$ cat src/common/trig_route_pkg.sv
package trig_route_pkg;
   localparam int          PIN_COUNT        = 10;
   localparam int          SIG_COUNT        = 13;
   localparam int          DED_COUNT        = 5;
   localparam int          SEL_W            = 4;
   localparam int          CNT_W            = 24;
   localparam int          CLK_PERIOD_PS    = 5000;
   // pulse windows in ns, as printed
   localparam int          PULSE_MIN_NS     = 50;
   localparam int          STROBE_MIN_NS    = 400;
   localparam int          SCAN_DELAY_MIN_NS = 50;
   localparam int          SLOW_CLK_NS      = 10000;
   localparam int          FAST_CLK_NS      = 1200;
   localparam int          STROBE_PULSES    = 8;
   localparam int          MIN_EDGE_NS      = 10;
   // least times round up to whole cycles
   localparam int          PULSE_CYC        = (PULSE_MIN_NS * 1000 + CLK_PERIOD_PS - 1) / CLK_PERIOD_PS;
   localparam int          STROBE_CYC       = (STROBE_MIN_NS * 1000 + CLK_PERIOD_PS - 1) / CLK_PERIOD_PS;
   localparam int          SCAN_DELAY_CYC   = (SCAN_DELAY_MIN_NS * 1000 + CLK_PERIOD_PS - 1) / CLK_PERIOD_PS;
   // half period of each strobe burst clock
   localparam int          SLOW_HALF_CYC    = (SLOW_CLK_NS * 1000 / 2) / CLK_PERIOD_PS;
   localparam int          FAST_HALF_CYC    = (FAST_CLK_NS * 1000 / 2) / CLK_PERIOD_PS;
   localparam int          TMR_W            = 12;
   // signal indices into the routing table
   localparam int          SIG_START        = 0;
   localparam int          SIG_POST         = 1;
   // default output pins
   localparam int          PIN_START_OUT    = 0;
   localparam int          PIN_POST_OUT     = 1;
   typedef enum logic [1:0] {ACQ_IDLE, ACQ_PRE, ACQ_POST} acq_state_e;
endpackage

$ cat src/design/acq_trigger_pin_routing.sv
// What this block does
// - ten two-way function pins; as outputs they mirror fixed internal timing signals
// - five dedicated output pins carry remaining timing signals
// - thirteen internal timing signals each pick their source pin in software
// - each function pin has its own driver enable, driving its fixed signal
// - each internal signal has polarity and edge or level detection on its selected pin
// - sample strobe starts 50-100 ns after conversion, lasts 400-500 ns
// - sample strobe is output only, software polarity and enable
// - single-pulse mode: latch strobe level follows software value
// - hardware mode: latch strobe bursts eight pulses from 10 us or 1.2 us clock
// - start trigger edge from any pin, either polarity, starts both acquisition kinds
// - start trigger output pulses high 50-100 ns, tri-stated after startup
// - start trigger defaults to pin 0, posttrigger reference to pin 1
// - software command can also start a pretriggered acquisition
// - posttrigger reference edge from any pin starts posttrigger phase
// - counter counts pretrigger scans, holds at zero until an accepted posttrigger edge reloads posttrigger count
// - posttrigger edge before counter reaches zero is ignored
// - after accepted posttrigger edge, exactly loaded scans then stop
// - posttrigger output pulses high 50-100 ns, unused posttriggered, tri-stated after startup
`timescale 1ns/10ps
`default_nettype none
module acq_trigger_pin_routing (
   input  wire logic                                    clk,
   input  wire logic                                    rst_n,
   input  wire logic [trig_route_pkg::PIN_COUNT-1:0]    pin_in,
   output logic      [trig_route_pkg::PIN_COUNT-1:0]    pin_out,
   output logic      [trig_route_pkg::PIN_COUNT-1:0]    pin_oe,
   input  wire logic [trig_route_pkg::PIN_COUNT-1:0]    pin_drive_en,
   input  wire logic [trig_route_pkg::PIN_COUNT-1:0]    fixed_sig,
   input  wire logic [trig_route_pkg::SIG_COUNT*trig_route_pkg::SEL_W-1:0] sig_src_sel,
   input  wire logic [trig_route_pkg::SIG_COUNT-1:0]    sig_invert,
   input  wire logic [trig_route_pkg::SIG_COUNT-1:0]    sig_edge_mode,
   output logic      [trig_route_pkg::SIG_COUNT-1:0]    sig_event,
   output logic      [trig_route_pkg::SIG_COUNT-1:0]    sig_level,
   input  wire logic [trig_route_pkg::DED_COUNT-1:0]    dedicated_sig,
   output logic      [trig_route_pkg::DED_COUNT-1:0]    dedicated_out,
   input  wire logic                                    conversion_start,
   input  wire logic                                    sample_strobe_en,
   input  wire logic                                    sample_strobe_invert,
   output logic                                         sample_taken_strobe,
   output logic                                         sample_taken_strobe_oe,
   input  wire logic                                    latch_hw_mode,
   input  wire logic                                    latch_level,
   input  wire logic                                    latch_fast_clk,
   input  wire logic                                    latch_burst_go,
   output logic                                         external_latch_strobe_n,
   output logic                                         latch_busy,
   input  wire logic                                    acq_arm,
   input  wire logic                                    acq_pretrig_mode,
   input  wire logic                                    sw_start,
   input  wire logic                                    start_from_pin,
   input  wire logic [trig_route_pkg::CNT_W-1:0]        pre_scans,
   input  wire logic [trig_route_pkg::CNT_W-1:0]        post_scans,
   input  wire logic                                    scan_done,
   output logic                                         acq_running,
   output logic                                         acq_post_phase,
   output logic      [trig_route_pkg::CNT_W-1:0]        scan_count,
   output logic                                         acquisition_start_trigger,
   output logic                                         posttrigger_reference
);
   import trig_route_pkg::*;

   logic [PIN_COUNT-1:0] pin_meta;
   logic [PIN_COUNT-1:0] pin_sync;
   logic                 start_evt;
   logic                 post_evt;
   logic                 post_accept;
   acq_state_e           state;
   logic                 start_fire;
   logic                 post_fire;
   logic                 start_pulse;
   logic                 post_pulse;
   logic                 strobe_pulse;
   logic [TMR_W-1:0]     scan_dly;
   logic                 scan_dly_run;
   logic [TMR_W-1:0]     burst_tmr;
   logic [4:0]           burst_half;
   logic                 burst_lvl;

   ////////////////////////////////////////////////////////////////////////////
   // pin synchroniser, two flops before any logic
   always_ff @(posedge clk or negedge rst_n) begin
      if (!rst_n) begin
         pin_meta <= '0;
         pin_sync <= '0;
      end else begin
         pin_meta <= pin_in;
         pin_sync <= pin_meta;
      end
   end

   ////////////////////////////////////////////////////////////////////////////
   // input routing, one selector and detector per internal signal
   genvar g;
   generate
      for (g = 0; g < SIG_COUNT; g++) begin : g_route
         logic [SEL_W-1:0] sel;
         logic             lvl;
         logic             edg;
         logic             raw;
         assign sel = sig_src_sel[g*SEL_W +: SEL_W];
         // out-of-range select reads as low
         assign raw = (int'(sel) < PIN_COUNT) ? pin_sync[sel] : 1'b0;
         pin_edge_detect u_det (
            .clk       (clk),
            .rst_n     (rst_n),
            .level_in  (raw),
            .invert    (sig_invert[g]),
            .level_out (lvl),
            .edge_out  (edg)
         );
         assign sig_level[g] = lvl;
         assign sig_event[g] = sig_edge_mode[g] ? edg : lvl;
      end
   endgenerate

   ////////////////////////////////////////////////////////////////////////////
   // pin outputs: fixed mirrors, trigger pins carry our own pulses
   always_comb begin
      pin_out = fixed_sig;
      pin_out[PIN_START_OUT] = start_pulse;
      pin_out[PIN_POST_OUT]  = post_pulse;
   end
   // enables default off, so pins float after startup; far side keeps off them when on
   assign pin_oe = pin_drive_en;
   assign dedicated_out = dedicated_sig;

   ////////////////////////////////////////////////////////////////////////////
   // acquisition sequencing
   assign start_evt  = (start_from_pin & g_route[SIG_START].edg) | sw_start;
   assign post_evt   = g_route[SIG_POST].edg;
   assign post_accept = (state == ACQ_PRE) && acq_pretrig_mode && (scan_count == '0) && post_evt;
   assign start_fire = (state == ACQ_IDLE) && acq_arm && start_evt;
   assign post_fire  = post_accept;

   always_ff @(posedge clk or negedge rst_n) begin
      if (!rst_n) begin
         state      <= ACQ_IDLE;
         scan_count <= '0;
      end else begin
         case (state)
            ACQ_IDLE: begin
               if (start_fire) begin
                  if (acq_pretrig_mode) begin
                     state      <= ACQ_PRE;
                     scan_count <= pre_scans;
                  end else begin
                     state      <= ACQ_POST;
                     scan_count <= post_scans;
                  end
               end
            end
            ACQ_PRE: begin
               if (post_accept) begin
                  state      <= ACQ_POST;
                  scan_count <= post_scans;
               end else if (scan_done && scan_count != '0) begin
                  scan_count <= scan_count - 1'b1;
               end
            end
            ACQ_POST: begin
               if (scan_done) begin
                  scan_count <= scan_count - 1'b1;
                  if (scan_count <= CNT_W'(1)) begin
                     state      <= ACQ_IDLE;
                     scan_count <= '0;
                  end
               end
            end
            default: state <= ACQ_IDLE;
         endcase
      end
   end
   assign acq_running    = (state != ACQ_IDLE);
   assign acq_post_phase = (state == ACQ_POST);

   pulse_stretch #(.WIDTH_CYC(PULSE_CYC)) u_start_pulse (
      .clk   (clk),
      .rst_n (rst_n),
      .fire  (start_fire),
      .pulse (start_pulse)
   );
   pulse_stretch #(.WIDTH_CYC(PULSE_CYC)) u_post_pulse (
      .clk   (clk),
      .rst_n (rst_n),
      .fire  (post_fire),
      .pulse (post_pulse)
   );
   assign acquisition_start_trigger = start_pulse;
   assign posttrigger_reference     = post_pulse;

   ////////////////////////////////////////////////////////////////////////////
   // sample-taken strobe: delay then fixed-width pulse
   always_ff @(posedge clk or negedge rst_n) begin
      if (!rst_n) begin
         scan_dly     <= '0;
         scan_dly_run <= 1'b0;
      end else if (conversion_start) begin
         scan_dly     <= TMR_W'(SCAN_DELAY_CYC - 1);
         scan_dly_run <= 1'b1;
      end else if (scan_dly != '0) begin
         scan_dly <= scan_dly - 1'b1;
      end else begin
         scan_dly_run <= 1'b0;
      end
   end
   pulse_stretch #(.WIDTH_CYC(STROBE_CYC)) u_strobe (
      .clk   (clk),
      .rst_n (rst_n),
      .fire  (scan_dly_run && scan_dly == '0),
      .pulse (strobe_pulse)
   );
   always_ff @(posedge clk or negedge rst_n) begin
      if (!rst_n) begin
         sample_taken_strobe <= 1'b0;
      end else begin
         sample_taken_strobe <= strobe_pulse ^ sample_strobe_invert;
      end
   end
   assign sample_taken_strobe_oe = sample_strobe_en;

   ////////////////////////////////////////////////////////////////////////////
   // external latch strobe, active low; burst is eight low pulses
   always_ff @(posedge clk or negedge rst_n) begin
      if (!rst_n) begin
         burst_tmr  <= '0;
         burst_half <= '0;
         burst_lvl  <= 1'b1;
      end else if (!latch_hw_mode) begin
         burst_half <= '0;
         burst_lvl  <= 1'b1;
      end else if (burst_half == '0) begin
         if (latch_burst_go) begin
            burst_half <= 5'(2 * STROBE_PULSES);
            burst_lvl  <= 1'b0;
            burst_tmr  <= latch_fast_clk ? TMR_W'(FAST_HALF_CYC - 1) : TMR_W'(SLOW_HALF_CYC - 1);
         end
      end else if (burst_tmr != '0) begin
         burst_tmr <= burst_tmr - 1'b1;
      end else begin
         burst_half <= burst_half - 1'b1;
         // last toggle parks the line high, else a ninth low would hang on
         burst_lvl  <= (burst_half == 5'h01) | ~burst_lvl;
         burst_tmr  <= latch_fast_clk ? TMR_W'(FAST_HALF_CYC - 1) : TMR_W'(SLOW_HALF_CYC - 1);
      end
   end
   always_ff @(posedge clk or negedge rst_n) begin
      if (!rst_n) begin
         external_latch_strobe_n <= 1'b1;
      end else begin
         external_latch_strobe_n <= latch_hw_mode ? burst_lvl : latch_level;
      end
   end
   assign latch_busy = (burst_half != '0);

   // run length of the start pulse; a counter keeps the width check short
   logic [TMR_W-1:0] start_run;
   always_ff @(posedge clk or negedge rst_n) begin
      if (!rst_n) begin
         start_run <= '0;
      end else if (start_pulse) begin
         start_run <= start_run + 1'b1;
      end else begin
         start_run <= '0;
      end
   end
endmodule
`default_nettype wire

$ cat src/design/pin_edge_detect.sv
`timescale 1ns/10ps
`default_nettype none
module pin_edge_detect (
   input  wire logic clk,
   input  wire logic rst_n,
   input  wire logic level_in,
   input  wire logic invert,
   output logic      level_out,
   output logic      edge_out
);
   logic prev;

   // level_in is already synchronised; invert first so both polarities share one rising detector
   assign level_out = level_in ^ invert;
   always_ff @(posedge clk or negedge rst_n) begin
      if (!rst_n) begin
         prev <= 1'b0;
      end else begin
         prev <= level_out;
      end
   end
   assign edge_out = level_out & ~prev;
endmodule
`default_nettype wire

$ cat src/design/pulse_stretch.sv
`timescale 1ns/10ps
`default_nettype none
module pulse_stretch #(
   parameter int WIDTH_CYC = 10
) (
   input  wire logic clk,
   input  wire logic rst_n,
   input  wire logic fire,
   output logic      pulse
);
   logic [11:0] cnt;

   always_ff @(posedge clk or negedge rst_n) begin
      if (!rst_n) begin
         cnt   <= 12'h000;
         pulse <= 1'b0;
      end else if (fire) begin
         cnt   <= 12'(WIDTH_CYC - 1);
         pulse <= 1'b1;
      end else if (cnt != 12'h000) begin
         cnt <= cnt - 12'h001;
      end else begin
         pulse <= 1'b0;
      end
   end
endmodule
`default_nettype wire

$ cat config.mk
export PLATFORM = sky130hd
export DESIGN_NAME = acq_trigger_pin_routing
export DESIGN_NICKNAME = d
export VERILOG_FILES = /design/src/common/trig_route_pkg.sv /design/src/design/acq_trigger_pin_routing.sv /design/src/design/pin_edge_detect.sv /design/src/design/pulse_stretch.sv
export SDC_FILE = /design/constraint.sdc
export NUM_CORES = 1
export LEC_CHECK = 0
export ABC_AREA = 1
export BUFFER_PORTS_ARGS = -buffer_cell sky130_fd_sc_hd__buf_2
export CORE_MARGIN = 2
export CORE_UTILIZATION = 45
export CTS_CLUSTER_SIZE = 14
export DETAILED_ROUTE_END_ITERATION = 8
export HOLD_SLACK_MARGIN = 0.05
export MAX_ROUTING_LAYER = met4
export PLACE_DENSITY = 0.8
export SYNTH_ARGS = -nofsm -noshare
export SYNTH_HDL_FRONTEND = slang
export SYNTH_SLANG_ARGS = --single-unit
$ cat constraint.sdc
create_clock -name clk -period 2.55 [get_ports clk]
set_clock_uncertainty 0.1 [all_clocks]
set_input_delay 0.3825 -clock clk [delete_from_list [all_inputs] [get_ports clk]]
set_output_delay 0.3825 -clock clk [all_outputs]
set_load 0.01 [all_outputs]
==> results.yml <==
run_status:
  status: "completed"
synthesis:
  syn_area_um2: 9140
  synth_seq_area_share: 0.359
  synth_fp_nets: 1505
  ys_top_cells_by_count: "nand2_1 (335), inv_1 (192), dfrtp_1 (129), nor2_1 (96), a21oi_1 (88)"
  async_reset_ff_frac: 1.00
  ys_warn_count: 0
  synth.most_common_cell: "nand2_1"
  syn_inst: 1316
  ys.flop_type: "dfrtp_1"
  synth_top_area_share: 0.353
  synth_area_leaders: "dfrtp_1 (35%), nand2_1 (14%), inv_1 (7.9%)"
  avgSynthCellArea_um2: 6.94
  synth.largest_area_cell: "dfrtp_1"
  synth_seq_cells: 131
  synthDistinctLibCells: 49
  synth_edf_count: 0
worst_hold_path:
  hold_path_class: "primary input to flop"
  worstHoldEndpoint: "external_latch_strobe_n"
  worstHoldPathCells: 3
  min_from: "latch_level"
cts:
  cts_tree: "done"
  htree_levels: 4
  cts_inserted_buffers: 17
  path_clk_slew_ns: 0.06
  clk_latency_ns: 0.42
  cts_sinks: 131
  cts_root_buffer: "clkbuf_16"
  cts_buffer_depth: 2
power_and_ir_drop:
  p_int_mw: 6.13
  power_leakage_nw: 6.06
  ir_worst_vdd_uv: 525
  p_comb_frac: 0.472
  p_sw_frac: 0.430
  powerDensity_nw_per_um2: 942
  power.switching_mw: 4.63
  seq_power_share: 0.306
  power_frac_clock: 0.223
floorplan:
  design.core.area_um2: 20100
  start_util: 0.454
  die_y_um: 146
  dieArea_um2: 21500
  io_pins: 258
  die_w_um: 146
  num_rows: 52
sta:
  finalWorstPathRequiredPeriod_ns: 2.52
  fmax_mhz: 397
  final_max_slew_viol_count: 0
  rsz0062_at_grt: "yes"
  setup_tns_ns: 0
  tightestPinTransition_ns: 0.927
  finalHoldViolCount: 0
  finalCritPeriodShare: 0.989
  max_slew_margin: 0.381
  finalSetupViolCount: 0
critical_path:
  cp_data_arrival_time_ns: 2.04
  cp-end-kind: "primary output"
  crit_path_max_fanout: 6
  worstPathRequired_ns: 2.07
  cpPeakStageDelay_ns: 0.46
  reg2regPathDepth: 15
  cp_slowest_cell: "dfrtp_2"
  crit_chain: "buf_6, o21ai_4, a21oi_2, a211oi_2, o21ai_4, xnor2_2, inv_1, buf_2"
  worstSetupPathType: "flop to primary output"
  r2r-start: "scan_count[0]"
  ff2ff_setup_slack_ns: 0.13
  rr_endpoint: "state[0]"
  cp_common_cell: "o21ai_4"
  critPathLaunchType: "flop"
route:
  num_vias: 9414
  postRouteAntennaNets: 0
  wl_per_cell_um: 14.2
  wl_um: 25600
  drt_iter0_drc: 686
  drc: 0
  via_per_inst: 5.20
  drt_first_pass_iters: 8
layout:
  area_delta_synth_final_pct: 25.0
  final_cell_count_no_fill: 1810
  final_util: 0.568
  n_fill_cell: 1808
  final_layout_size_suffix_gt1_frac: 0.245
  layout.area.seq_um2: 3280
  antenna_cells: 0
  nets: 1717
  multi_input_area_um2: 4840
placed_design:
  place_inst: 1757
  port_buffers: 207
  hpwl_um: 19000
  place.gp.congestion: 0.939
grt:
  antenna_found_initial: 1
  grt_overflow: 0
  grt_pass1_vias: 8872
  grtUsageTotal: 0.241
  grt_max_degree: 51
  grt_pass1_wl_um: 41200
run:
  maxCapViolCount: 0
==> per-stage QoR <==
stage | total power [mW] | worst slack (ns) | cell area (um2) | hold slack (ns)
after global routing | 11.6 | -0.0329 | 11400 | 0.105
after global placement | 8.03 | 0.221 | 10400 | 0.198
after detailed placement | 8.19 | 0.150 | 10400 | 0.202
after CTS | 10.7 | 0.00284 | 11100 | 0.0762
final | 10.8 | 0.0284 | 11400 | 0.0959
after floorplan | 6.70 | 0.323 | 9140 | -0.0131
==> routing by layer <==
metal	up-vias	routed length (um)	track usage
met5	-	0	-
met2	376	12100	0.385
met1	4317	10700	0.296
met4	0	797	0.105
met3	82	2020	0.0525
li1	4639	-	-
==> kinds of logic after synthesis <==
logic type,count (synthesis),share of synthesized area
AOI/OAI and AO/OA,244,0.146
xor gates and xnor gates,44,0.0422
adders and majority gates,14,0.0192
buffers and inverters,272,0.132
DFF,131,0.359
and+or+nand+nor,611,0.302
==> power by group through the flow <==
| stage | Combinational, mW | Sequential, mW | Clock [mW] |
|---|---|---|---|
| after detailed placement | 4.90 | 3.29 | 0 |
| after global placement | 4.75 | 3.28 | 0 |
| final | 5.07 | 3.29 | 2.39 |
| after floorplan | 3.43 | 3.27 | 0 |
| after CTS | 4.95 | 3.27 | 2.44 |
| after global routing | 5.71 | 3.37 | 2.53 |
==> flip-flops by register name (all words and copies together) (netlist names) <==
| name | cells |
|---|---|
| burst_lvl | 1 |
| external_latch_strobe_n | 1 |
| pin_meta | 10 |
| g_route.u_det.prev | 13 |
| pin_sync | 10 |
| scan_dly_run | 1 |
| burst_half | 5 |
| sample_taken_strobe | 1 |
| u_start_pulse.pulse | 1 |
| state | 2 |
| u_strobe.pulse | 1 |
| u_post_pulse.cnt | 12 |
| scan_count | 24 |
| burst_tmr | 12 |
| u_start_pulse.cnt | 12 |
| u_strobe.cnt | 12 |
| u_post_pulse.pulse | 1 |
| scan_dly | 12 |
==> area by class of cell <==
class | count | area share
Multi-Input combinational cell | 913 | 0.424
Sequential cell | 131 | 0.287
Timing Repair Buffer | 265 | 0.142
Inverter | 200 | 0.0662
Clock buffer | 19 | 0.0388
Tap cell | 270 | 0.0296
Clock inverter | 12 | 0.0116
==> cells in the final DEF, fill, tap and decap left out, types with 23 or more instances in the layout <==
cell       n
a21oi_1   83
o21ai_1   23
nand4_1   40
nand3_1   66
nand2_1  333
dfrtp_1  128
xor2_1    26
nor2_1    96
inv_1    186
buf_4     31
o21ai_0   76
buf_2    207
==> how the worst max path moves through the flow <==
stage | endpoint | slack, ns | cells past startpoint | from
4_1_cts | sig_level[12] | 0.003 | 8 | pin_sync[4]
5_1_grt | sig_event[5] | -0.03 | 9 | pin_sync[6]
6_report | sig_level[5] | 0.03 | 8 | pin_sync[0]
3_3_place_gp | state[0] | 0.22 | 15 | scan_count[0]
3_5_place_dp | state[1] | 0.15 | 15 | scan_count[0]
2_1_floorplan | state[1] | 0.32 | 15 | scan_count[0]
==> critical path: cells and delay by family, from the launching register on <==
| family | cells | cell delay (ns) |
|---|---|---|
| xor+xnor | 1 | 0.22 |
| flops | 1 | 0.46 |
| compound gates | 4 | 0.56 |
| buf+inv | 3 | 0.37 |
==> timing repair <==
item / 4_1_cts / 5_1_grt
gates resized for setup: 11 / 57
cloned: 0 / 3
hold buffers: 12 / 0
endpoints found under the hold margin: 43 / 0
endpoints found under the setup margin: 8 / 47
pin swaps: 2 / 16
buffers inserted: 0 / 7
Note: power is estimated with default switching activity, not from simulation.
